===== config.mk =====
export PLATFORM = sky130hd
export DESIGN_NAME = sps_sequencer
export DESIGN_NICKNAME = d
export VERILOG_FILES = /design/src/rtl/sps_call_stack.v /design/src/rtl/sps_sequencer.v
export VERILOG_INCLUDE_DIRS = /design/src /design/src/rtl
export SDC_FILE = /design/constraint.sdc
export NUM_CORES = 2
export LEC_CHECK = 0
export BUFFER_PORTS_ARGS = -buffer_cell sky130_fd_sc_hd__buf_2
export CAP_MARGIN = 40
export CORE_UTILIZATION = 47
export DETAILED_ROUTE_END_ITERATION = 12
export PLACE_DENSITY = 0.68
export SLEW_MARGIN = 10
export SYNTH_ARGS = -nofsm -noshare
export SYNTH_HDL_FRONTEND = slang
export SYNTH_HIERARCHICAL = 1
export SYNTH_SLANG_ARGS = --single-unit

===== constraint.sdc =====
create_clock -name clk -period 7.4 [get_ports clk]
set_clock_uncertainty 0.2 [all_clocks]
set_input_delay 0.37 -clock clk [delete_from_list [all_inputs] [get_ports clk]]
set_output_delay 0.37 -clock clk [all_outputs]
set_load 0.02 [all_outputs]

===== src/rtl/sps_regs.vh =====
`ifndef SPS_REGS_VH
`define SPS_REGS_VH

// queue and program geometry
`define SPS_LINE_W 6
`define SPS_SEG_W 4
`define SPS_WORD_W 16
`define SPS_MAX_LINE 6'h3E
`define SPS_MAX_SEG 4'hC
`define SPS_STACK_DEPTH 3'h5

// host command codes
`define SPS_CMD_KEY 4'h1
`define SPS_CMD_SAVE 4'h2
`define SPS_CMD_DELETE 4'h3
`define SPS_CMD_RUN 4'h4
`define SPS_CMD_LOAD 4'h5
`define SPS_CMD_STORE 4'h6
`define SPS_CMD_UPLOAD 4'h7
`define SPS_CMD_LOADRUN 4'h8
`define SPS_CMD_HALT 4'h9

// queue line word: [15:12] opcode, [8:6] condition, [5:0] line or segment
`define SPS_OP_HI 15
`define SPS_OP_LO 12
`define SPS_CND_HI 8
`define SPS_CND_LO 6
`define SPS_ARG_HI 5
`define SPS_ARG_LO 0
`define SPS_OP_OTHER 4'h0
`define SPS_OP_CALL 4'h1
`define SPS_OP_GOTO 4'h2
`define SPS_OP_JUMP 4'h3
`define SPS_OP_HALT 4'h4
`define SPS_OP_LOADRUN 4'h5

// condition flag positions: T F P G L E U Z
`define SPS_CC_T 0
`define SPS_CC_Z 7
`define SPS_CC_RESET 8'h00

// non-volatile memory operations
`define SPS_NV_READ 2'h0
`define SPS_NV_WRITE 2'h1
`define SPS_NV_ERASE_SEG 2'h2
`define SPS_NV_ERASE_ALL 2'h3

// factory key code "1234" in ASCII
`define SPS_KEY_DEFAULT 32'h31323334

`endif


===== src/rtl/sps_call_stack.v =====
`timescale 1ns/100ps
`include "sps_regs.vh"

// five-deep stack of {segment, line} return points
module sps_call_stack (
  input wire clk,
  input wire arst_n,
  input wire push,
  input wire pop,
  input wire [9:0] din,
  output wire [9:0] top,
  output wire full,
  output wire empty
);
  reg [9:0] mem [0:4];
  reg [2:0] count_reg;

  assign full = (count_reg == `SPS_STACK_DEPTH);
  assign empty = (count_reg == 3'h0);
  assign top = empty ? 10'h000 : mem[count_reg - 3'h1];

  // entry storage, no reset needed
  always @(posedge clk) begin
    if (push && !full) begin
      mem[count_reg] <= din;
    end
  end

  // depth counter; overflow and underflow requests are dropped
  always @(posedge clk or negedge arst_n) begin
    if (!arst_n) begin
      count_reg <= 3'h0;
    end else if (push && !full) begin
      count_reg <= count_reg + 3'h1;
    end else if (pop && !empty) begin
      count_reg <= count_reg - 3'h1;
    end
  end
endmodule // sps_call_stack


===== src/rtl/sps_sequencer.v =====
// Overview of operation
// - call pushes return point, loads segment, runs
// - return pops, reloads caller, resumes next line
// - sixth nested call is ignored
// - return with empty stack is ignored
// - delete erases the stored segment
// - run command starts loaded queue at line 1
// - goto jumps; self or past-end target ignored
// - conditional jump only when condition is met
// - eight condition selectors T F P G L E U Z
// - tests and math results update condition code
// - factory key code means no protection
// - new key needs save, acts next power-up
// - locked refuses upload, store and delete only
// - unlock is lost at every power-up
// - default key when locked unlocks, erases all
// - load overwrites queue from line 1
// - halt stops execution, queue kept
`timescale 1ns/100ps
`include "sps_regs.vh"

module sps_sequencer (
  input wire clk,
  input wire arst_n,
  input wire cmd_valid,
  output wire cmd_ready,
  input wire [3:0] cmd_code,
  input wire [5:0] cmd_arg,
  input wire cmd_has_arg,
  input wire [31:0] cmd_key,
  output reg cmd_ok,
  output reg cmd_refused,
  input wire line_valid,
  input wire [15:0] line_data,
  input wire [31:0] nv_key,
  output reg key_save_valid,
  output reg [31:0] key_save_data,
  output reg nv_req,
  output reg [1:0] nv_op,
  output reg [3:0] nv_seg,
  output reg [5:0] nv_line,
  output reg [15:0] nv_wdata,
  input wire [15:0] nv_rdata,
  input wire nv_ack,
  input wire nv_end,
  output reg exec_valid,
  output reg [15:0] exec_word,
  input wire exec_done,
  input wire cc_wr,
  input wire [7:0] cc_flags,
  output reg running,
  output reg locked,
  output reg [5:0] cur_line,
  output reg [3:0] cur_seg
);
  localparam S_IDLE = 6'h01;
  localparam S_FETCH = 6'h02;
  localparam S_EXEC = 6'h04;
  localparam S_LOAD = 6'h08;
  localparam S_STORE = 6'h10;
  localparam S_ERASE = 6'h20;

  reg [5:0] state_reg;
  reg boot_done_reg;
  reg [31:0] boot_key_reg;
  reg serial_reg;
  reg [5:0] qlen_reg;
  reg go_run_reg;
  reg [5:0] go_line_reg;
  reg [7:0] cc_reg;
  reg push;
  reg pop;
  reg [15:0] queue [0:63];
  wire [9:0] stk_top;
  wire stk_full;
  wire stk_empty;
  wire [15:0] fw;
  wire [3:0] fop;
  wire [5:0] farg;
  wire ld_wr;
  wire ser_wr;
  wire [5:0] line_inc;

  // segment number in 1..12
  function seg_ok;
    input [5:0] s;
    begin
      seg_ok = (s != 6'h00) && (s <= {2'b00, `SPS_MAX_SEG});
    end
  endfunction

  // jump target legal: not own line, not past queue end
  function tgt_ok;
    input [5:0] t;
    input [5:0] pc;
    input [5:0] len;
    begin
      tgt_ok = (t != 6'h00) && (t != pc) && (t <= len);
    end
  endfunction

  assign fw = queue[cur_line];
  assign fop = fw[`SPS_OP_HI:`SPS_OP_LO];
  assign farg = fw[`SPS_ARG_HI:`SPS_ARG_LO];
  assign line_inc = cur_line + 6'h01;
  assign cmd_ready = boot_done_reg && (state_reg == S_IDLE || state_reg == S_FETCH);
  assign ld_wr = (state_reg == S_LOAD) && nv_req && nv_ack && !nv_end;
  assign ser_wr = serial_reg && line_valid && (qlen_reg < `SPS_MAX_LINE);

  sps_call_stack u_stack (
    .clk(clk),
    .arst_n(arst_n),
    .push(push),
    .pop(pop),
    .din({cur_seg, cur_line}),
    .top(stk_top),
    .full(stk_full),
    .empty(stk_empty)
  );

  // queue writes from stored segment or serial line stream
  always @(posedge clk) begin
    if (ld_wr) begin
      queue[nv_line] <= nv_rdata;
    end else if (ser_wr) begin
      queue[qlen_reg + 6'h01] <= line_data;
    end
  end

  // condition code from tests and math results
  always @(posedge clk or negedge arst_n) begin
    if (!arst_n) begin
      cc_reg <= `SPS_CC_RESET;
    end else if (cc_wr) begin
      cc_reg <= cc_flags;
    end
  end

  // start a segment read into the queue
  task start_load;
    input [3:0] s;
    input run;
    input [5:0] ln;
    begin
      nv_req <= 1'b1;
      nv_op <= `SPS_NV_READ;
      nv_seg <= s;
      nv_line <= 6'h01;
      qlen_reg <= 6'h00;
      cur_seg <= s;
      go_run_reg <= run;
      go_line_reg <= ln;
      serial_reg <= 1'b0;
      state_reg <= S_LOAD;
    end
  endtask

  // start an erase of one segment or of all program memory
  task start_erase;
    input [1:0] op;
    input [3:0] s;
    begin
      nv_req <= 1'b1;
      nv_op <= op;
      nv_seg <= s;
      state_reg <= S_ERASE;
    end
  endtask

  // call-stack strobes for the line being fetched
  always @* begin
    push = 1'b0;
    pop = 1'b0;
    if (state_reg == S_FETCH && !(cmd_valid && cmd_ready) && running &&
        cur_line != 6'h00 && cur_line <= qlen_reg && fop == `SPS_OP_CALL) begin
      if (farg == 6'h00) begin
        pop = !stk_empty;
      end else begin
        push = seg_ok(farg) && !stk_full;
      end
    end
  end

  // command handling and queue execution
  always @(posedge clk or negedge arst_n) begin
    if (!arst_n) begin
      state_reg <= S_IDLE;
      boot_done_reg <= 1'b0;
      boot_key_reg <= `SPS_KEY_DEFAULT;
      locked <= 1'b0;
      serial_reg <= 1'b0;
      qlen_reg <= 6'h00;
      go_run_reg <= 1'b0;
      go_line_reg <= 6'h01;
      cmd_ok <= 1'b0;
      cmd_refused <= 1'b0;
      key_save_valid <= 1'b0;
      key_save_data <= `SPS_KEY_DEFAULT;
      nv_req <= 1'b0;
      nv_op <= `SPS_NV_READ;
      nv_seg <= 4'h0;
      nv_line <= 6'h00;
      nv_wdata <= 16'h0000;
      exec_valid <= 1'b0;
      exec_word <= 16'h0000;
      running <= 1'b0;
      cur_line <= 6'h00;
      cur_seg <= 4'h0;
    end else begin
      cmd_ok <= 1'b0;
      cmd_refused <= 1'b0;
      key_save_valid <= 1'b0;
      if (ser_wr) begin
        qlen_reg <= qlen_reg + 6'h01;
      end
      if (!boot_done_reg) begin
        // stored key caught after reset release; unlock never survives
        boot_done_reg <= 1'b1;
        boot_key_reg <= nv_key;
        key_save_data <= nv_key;
        locked <= (nv_key != `SPS_KEY_DEFAULT);
      end else begin
        case (state_reg)
          S_IDLE, S_FETCH: begin
            if (cmd_valid) begin
              // immediate commands take priority over the next line
              cmd_ok <= 1'b1;
              case (cmd_code)
                `SPS_CMD_KEY: begin
                  if (!locked) begin
                    key_save_data <= cmd_key;
                  end else if (cmd_key == boot_key_reg) begin
                    locked <= 1'b0;
                  end else if (cmd_key == `SPS_KEY_DEFAULT) begin
                    locked <= 1'b0;
                    start_erase(`SPS_NV_ERASE_ALL, 4'h0);
                  end else begin
                    cmd_ok <= 1'b0;
                    cmd_refused <= 1'b1;
                  end
                end
                `SPS_CMD_SAVE: begin
                  key_save_valid <= 1'b1;
                end
                `SPS_CMD_DELETE: begin
                  if (locked || !seg_ok(cmd_arg)) begin
                    cmd_ok <= 1'b0;
                    cmd_refused <= 1'b1;
                  end else begin
                    start_erase(`SPS_NV_ERASE_SEG, cmd_arg[3:0]);
                  end
                end
                `SPS_CMD_RUN: begin
                  serial_reg <= 1'b0;
                  running <= 1'b1;
                  cur_line <= 6'h01;
                  state_reg <= S_FETCH;
                end
                `SPS_CMD_LOAD: begin
                  running <= 1'b0;
                  if (!cmd_has_arg) begin
                    serial_reg <= 1'b1;
                    qlen_reg <= 6'h00;
                    cur_seg <= 4'h0;
                    state_reg <= S_IDLE;
                  end else if (seg_ok(cmd_arg)) begin
                    start_load(cmd_arg[3:0], 1'b0, 6'h01);
                  end else begin
                    cmd_ok <= 1'b0;
                    cmd_refused <= 1'b1;
                  end
                end
                `SPS_CMD_STORE: begin
                  serial_reg <= 1'b0;
                  if (locked || !seg_ok(cmd_arg) || qlen_reg == 6'h00) begin
                    cmd_ok <= 1'b0;
                    cmd_refused <= 1'b1;
                  end else begin
                    nv_req <= 1'b1;
                    nv_op <= `SPS_NV_WRITE;
                    nv_seg <= cmd_arg[3:0];
                    nv_line <= 6'h01;
                    nv_wdata <= queue[1];
                    state_reg <= S_STORE;
                  end
                end
                `SPS_CMD_UPLOAD: begin
                  if (locked || running) begin
                    cmd_ok <= 1'b0;
                    cmd_refused <= 1'b1;
                  end
                end
                `SPS_CMD_LOADRUN: begin
                  if (seg_ok(cmd_arg)) begin
                    start_load(cmd_arg[3:0], 1'b1, 6'h01);
                  end else begin
                    cmd_ok <= 1'b0;
                    cmd_refused <= 1'b1;
                  end
                end
                `SPS_CMD_HALT: begin
                  running <= 1'b0;
                  state_reg <= S_IDLE;
                end
                default: begin
                  cmd_ok <= 1'b0;
                  cmd_refused <= 1'b1;
                end
              endcase
            end else if (state_reg == S_FETCH) begin
              if (!running || cur_line == 6'h00 || cur_line > qlen_reg) begin
                running <= 1'b0;
                state_reg <= S_IDLE;
              end else begin
                // buffered commands decoded from the queue
                case (fop)
                  `SPS_OP_CALL: begin
                    if (farg == 6'h00 && !stk_empty) begin
                      start_load(stk_top[9:6], 1'b1, stk_top[5:0] + 6'h01);
                    end else if (farg != 6'h00 && seg_ok(farg) && !stk_full) begin
                      start_load(farg[3:0], 1'b1, 6'h01);
                    end else begin
                      cur_line <= line_inc;
                    end
                  end
                  `SPS_OP_GOTO: begin
                    cur_line <= tgt_ok(farg, cur_line, qlen_reg) ? farg : line_inc;
                  end
                  `SPS_OP_JUMP: begin
                    if (cc_reg[fw[`SPS_CND_HI:`SPS_CND_LO]] &&
                        tgt_ok(farg, cur_line, qlen_reg)) begin
                      cur_line <= farg;
                    end else begin
                      cur_line <= line_inc;
                    end
                  end
                  `SPS_OP_HALT: begin
                    running <= 1'b0;
                    state_reg <= S_IDLE;
                  end
                  `SPS_OP_LOADRUN: begin
                    if (seg_ok(farg)) begin
                      start_load(farg[3:0], 1'b1, 6'h01);
                    end else begin
                      cur_line <= line_inc;
                    end
                  end
                  default: begin
                    exec_valid <= 1'b1;
                    exec_word <= fw;
                    state_reg <= S_EXEC;
                  end
                endcase
              end
            end
          end
          S_EXEC: begin
            // other commands run by the motion engine
            if (exec_done) begin
              exec_valid <= 1'b0;
              cur_line <= line_inc;
              state_reg <= S_FETCH;
            end
          end
          S_LOAD: begin
            if (nv_ack) begin
              if (!nv_end) begin
                qlen_reg <= nv_line;
              end
              if (nv_end || nv_line == `SPS_MAX_LINE) begin
                nv_req <= 1'b0;
                running <= go_run_reg;
                cur_line <= go_line_reg;
                state_reg <= go_run_reg ? S_FETCH : S_IDLE;
              end else begin
                nv_line <= nv_line + 6'h01;
              end
            end
          end
          S_STORE: begin
            if (nv_ack) begin
              if (nv_line == qlen_reg) begin
                nv_req <= 1'b0;
                state_reg <= running ? S_FETCH : S_IDLE;
              end else begin
                nv_line <= nv_line + 6'h01;
                nv_wdata <= queue[nv_line + 6'h01];
              end
            end
          end
          S_ERASE: begin
            if (nv_ack) begin
              nv_req <= 1'b0;
              state_reg <= running ? S_FETCH : S_IDLE;
            end
          end
          default: begin
            state_reg <= S_IDLE;
          end
        endcase
      end
    end
  end
endmodule // sps_sequencer


Yosys cells after proc, flatten, opt, wreduce, memory -nomap -nowiden
Memory sizes are Yosys's and may differ from the RTL's.
Cells that the tools add are included.
- add/subtract/negate cells: 6
- multipliers: 0
- divide/modulo/power cells: 0
- $lt $le $gt $ge: 7
- equal/unequal tests: 84
- shifts and indexed selects: 0
- multiplexer cells: 223
- bitwise gates (word level): 3
- reduce and logical (&&, ||, !) cells: 74
- operators with widths (kind ; number):
    $mux 6 ; 63
    $mux 32 ; 5
    $mux 16 ; 6
    $mux 1 ; 84
    $pmux 6 s2 ; 6
    $mux 4 ; 16
    $pmux 6 s3 ; 3
    $pmux 6 s4 ; 2
    $ne 4x4->1 const B ; 11
    $pmux 6 s7 ; 1
    $ne 3x3->1 const B ; 11
    $eq 32x30->1 const B ; 1
    $eq 32x32->1 ; 1
    $ne 2x2->1 const B ; 16
    $ne 32x30->1 const B ; 1
    $pmux 16 s2 ; 1
    $mux 2 ; 15
    $pmux 6 s5 ; 1
    $reduce_and 14->1 ; 2
    $add 6x1->6 const B ; 4
    $eq 4x3->1 const B ; 6
    $logic_and 1x1->1 ; 23
    $reduce_and 7->1 ; 3
    $pmux 4 s5 ; 1
    64 further kinds ; 114
- register bits after elaboration: 157
- latch bits: 0
- bits in writable memories: 1074
- memory bits (read-only): 0
- bits of input ports: 123
- word-level logic and storage cells: 423
- memories kept: 2
- memory list (memory ; words ; bits a word ; rd ports ; clocked after Yosys merged registers in ; write ports ; line ; RTL):
    queue ; 64 ; 16 ; 3 ; 0 ; 1 ; sps_sequencer.v:73 ; reg [15:0] queue [0:63];
    u_stack.mem ; 5 ; 10 ; 1 ; 0 ; 1 ; sps_call_stack.v:15 ; reg [9:0] mem [0:4];

Logic depth before layout (Yosys ltp)
- depth in word-level cells: 14
- depth in mapped cells: 25

Cells and area by module
Netlist, hierarchy kept.
- modules (own cells, without submodules) (module ; times used ; cells an instance ; area an instance (µm²) ; seq. area each (µm²)):
    sps_sequencer ; 1 ; 3385 ; 57437.6 ; 34638.2
    sps_call_stack ; 1 ; 125 ; 2214.6 ; 1576.5

Worst setup path after synthesis
No wires, ideal clock.
- path type: reg-to-reg
- start: register cur_line[0]
- end: memory u_stack.mem[0][0], enable pin
- library setup time: 0.407 ns
- arrival time: 4.653 ns
- slack: 2.140 ns
- cell stages (with the launch flop): 15
- path buffers: 4
- clock period less this slack: 5.260 ns
- cell sequence: dfrtp_1 > buf_4 > buf_4 > buf_6 > buf_6 > mux4_2 > a2111oi_0 > a41oi_1 > o221ai_1 > and3_1 > nand3_1 > nor2_1 > nand3_1 > nor4_1 > nor4b_1
- longest elaborated chain between the ends: 9
- RTL lines (item ; line ; RTL):
    start, declared ; sps_sequencer.v:53 ; output reg [5:0] cur_line,
    start signal, assigned ; sps_sequencer.v:323 ; cur_line <= line_inc;
    start signal, assigned ; sps_sequencer.v:327 ; cur_line <= tgt_ok(farg, cur_line, qlen_reg) ? farg : line_inc;
    start signal, assigned ; sps_sequencer.v:332 ; cur_line <= farg;
    $mem_v2 64x16 ; -- ;
    $le 6x4->1 / $reduce_bool 6->1 (equally long branches) ; sps_sequencer.v:88 ; seg_ok = (s != 6'h00) && (s <= {2'b00, `SPS_MAX_SEG});
    $logic_and 1x1->1 ; sps_sequencer.v:88 ;
    $logic_and 1x1->1 ; sps_sequencer.v:179 ; push = seg_ok(farg) && !stk_full;
    $mux 1 ; sps_sequencer.v:176 ; if (farg == 6'h00) begin
    $mux 1 (*) ; sps_sequencer.v:174 ; if (state_reg == S_FETCH && !(cmd_valid && cmd_ready) && running &&
    net push ; sps_sequencer.v:71 ; reg push;
    $logic_and 1x1->1 (*) ; sps_call_stack.v:24 ; if (push && !full) begin
    $mux 1 (*) ; sps_call_stack.v:24 ;
    $mux 1 (implied by the code) (*) ; sps_call_stack.v:25 ; mem[count_reg] <= din;
    end, declared ; sps_call_stack.v:15 ;
Mark *: on every way through the listed nets, which the timed path passes. The rest lies on a longest branch.

Worst setup path after layout
- start: register cur_line[0]
- end: memory u_stack.mem[4][7], enable pin
Same word-level chain as after synthesis.

==> results.toml <==
[floorplanning]
dieArea_um2 = 128000
rows = 130
num_io_pins = 217
die_x_um = 358
start_util_pct = 47.4
die_y_um = 358
core_um2 = 126000

[power_and_ir_drop]
ir_worst_vdd_mv = 0.418
leakage_nw = 23.3
powerDensity_nw_per_um2 = 372

[critical_path]
cp_max_fo = 93
endpoint_kind = "flip-flop"
crit_type = "reg2reg"
cp-start-kind = "flip-flop"
startpoint = "cur_line[0]"
worstPathArrival_ps = 6250
cp.required_ps = 7570
reg2reg_from = "cur_line[0]"

[synthesis]
syn_nets = 3656
ys.flop_type = "edfxtp_1"
async_flop_share_pct = 12.8
synth.area.top_cells = "edfxtp_1, mux4_2, dfrtp_1"
netlist_instances = 3510
synth_edf_count = 1074
syn_area_um2 = 59700
avgSynthCellArea_um2 = 17.0
synth_top_area_share_pct = 54.1
yosysUniqueCellTypes = 89
yosysSeqAreaShare_pct = 60.7
yosysWarnings = 6
synth.ff_latch_count = 1231
yosys.area.top_type = "edfxtp_1"

[grt]
grt_pass1_wl_um = 265000
grt.overflow.total = 0
grt.total_usage_pct = 28.9
grt_max_degree = 97
grt_pass1_vias = 37216
antenna_found_initial = 4

[sta]
tns_ps = 0
rsz0062_at_grt = "false"
fmax_mhz = 164
post-route-period-util_pct = 82.1
worstMarginPinSlew_ps = 962
setup_violations = 0
hold_viol = 0
slew-limit-headroom_pct = 35.7
period_needed_ps = 6080
drv_slew = 0

[clocking]
clock_latency_ps = 750
path_clk_slew_ps = 60
post_cts_resized = 0
clkSinkCount = 1231
ctsLongestPathBuffers = 3
root_buffer = "clkbuf_16"
cts_buffers = 133
post_cts_buffers = 0
cts_tree = "built"
cts_max_level = 4

[layout]
fin_nets = 4014
drive_gt1_share_pct = 33.4
stdcell_count = 5623
largest_reg_flops = 1024
top_regs = "queue x1024, u_stack/mem x50"
largest_register = "queue"
layout-area-overhead-vs-synth_pct = 16.5
fill_cells = 9580

[detailed_routing]
ant_nets = 0
drt_wl_total_um = 184000
drtIter0Drc = 5616
drc = 0
wl_per_cell_um = 32.8
firstDrtPassIters = 6
vias = 37941
viasPerCell = 6.75

[place]
gp_congestion = 0.933
hpwl_um = 119000
placed_cells = 5277
port_buffers = 216

[flow_run]
cap_violations = 0

[min_path]
hp-class = "in2async"

[status]
status = "finished clean"
==> cells in the final DEF (no fill, tap or decap), drive strengths merged, types with 107 or more instances in the layout <==
master / synthesis / layout
edfxtp: 1074 / 1074
mux4: 543 / 543
buf: 116 / 360
nand2: 213 / 213
nor2: 183 / 183
clkbuf: 127 / 174
mux2i: 164 / 164
dfrtp: 129 / 129
mux2: 111 / 111
a21oi: 107 / 107
==> critical path, cell delays in order, from the launching register on <==
cell and delay (ps):
dfrtp_4 830, buf_12 460, mux4_2 580, and2_1 160
a2111oi_0 800, a41oi_1 220, o221ai_1 330, and3_1 360
nand3_1 190, nor2_1 160, nand3_1 110, nor4_1 180
buf_4 200, a21boi_2 280, and4_1 530
==> timing repair <==
| action | in CTS | in global routing |
|---|---|---|
| hold endpoints to repair | 276 | 0 |
| hold buffers | 105 | 0 |
| endpoints found under the setup margin | 0 | 0 |
==> cells in the mapped netlist, types with 23 or more instances <==
| master | instances |
|---|---|
| ha_1 | 23 |
| nor2_1 | 183 |
| buf_2 | 36 |
| dfrtp_1 | 129 |
| clkbuf_1 | 127 |
| and2_1 | 30 |
| mux4_2 | 539 |
| mux2_2 | 106 |
| edfxtp_1 | 1074 |
| nand3_1 | 58 |
| dfstp_2 | 28 |
| xnor2_1 | 52 |
| buf_1 | 41 |
| a21oi_1 | 106 |
| nand2_1 | 213 |
| a22oi_1 | 60 |
| nand4_1 | 24 |
| mux2i_1 | 164 |
| inv_1 | 33 |
| o21ai_0 | 71 |
==> stage by stage <==
stage	hold slack (ps)	cell area, µm²	util, %	worst slack, ps	total power [mW]
after floorplan	-126	59700	-	2140	15.9
after global placement	259	62900	50.0	1460	19.1
after detailed placement	11.6	64200	51.1	1390	19.2
after CTS	43.2	69500	55.2	1370	25.8
after global routing	72.9	69500	55.3	1060	26.7
final	43.5	69500	55.3	1320	25.8
==> power breakdown <==
| part | internal [mW] | switching [mW] |
|---|---|---|
| clock network | 3.77 | 2.73 |
| registers | 8.17 | 0.472 |
| logic | 4.71 | 5.99 |
| total | 16.6 | 9.19 |
==> area by class of cell <==
| type | instances | area, µm² | share of cell area (%) |
|---|---|---|---|
| sequential | 1231 | 36200 | 52.1 |
| multi-input combinational | 1999 | 22600 | 32.6 |
| timing repair buffer | 466 | 4190 | 6.03 |
| clock buffer | 173 | 3650 | 5.26 |
| tap | 1650 | 2060 | 2.97 |
| clock inverter | 64 | 572 | 0.823 |
| inverter | 37 | 139 | 0.200 |
| antenna | 3 | 7.51 | 0.0108 |
==> routing by layer <==
metal  GRT usage [%]  vias up  wire length [µm]
met5               0        -                 0
met4            12.9        0              8660
met3            7.06      422             22100
met2            43.7     2579             83900
met1            39.9    19732             69800
li1                -    15208                 -
==> logic make-up after synthesis <==
family | count (synthesis) | synth area share (%)
buffers and inverters | 280 | 2.22
XOR/XNOR | 64 | 0.952
multiplexers | 818 | 25.4
flip-flops | 1231 | 60.7
other | 1 | 0.00629
AND/OR/NAND/NOR | 663 | 5.36
AO/OA/AOI/OAI | 430 | 4.86
adder cells (fa/ha/maj) | 23 | 0.482
==> final timing paths <==
| check | end | slack (ps) | depth (start not counted) |
|---|---|---|---|
| max reg2reg | u_stack/mem[4][7] | 1320 | 14 |
| max in group asynchronous | state_reg[0] | 5560 | 5 |
| max | u_stack/mem[4][7] | 1320 | 14 |
| min | key_save_valid | 40 | 3 |
| min in group clk | queue[5][14] | 70 | 3 |
| min reg2reg | nv_wdata[7] | 270 | 2 |
Note: power is estimated with default switching activity, not from simulation.
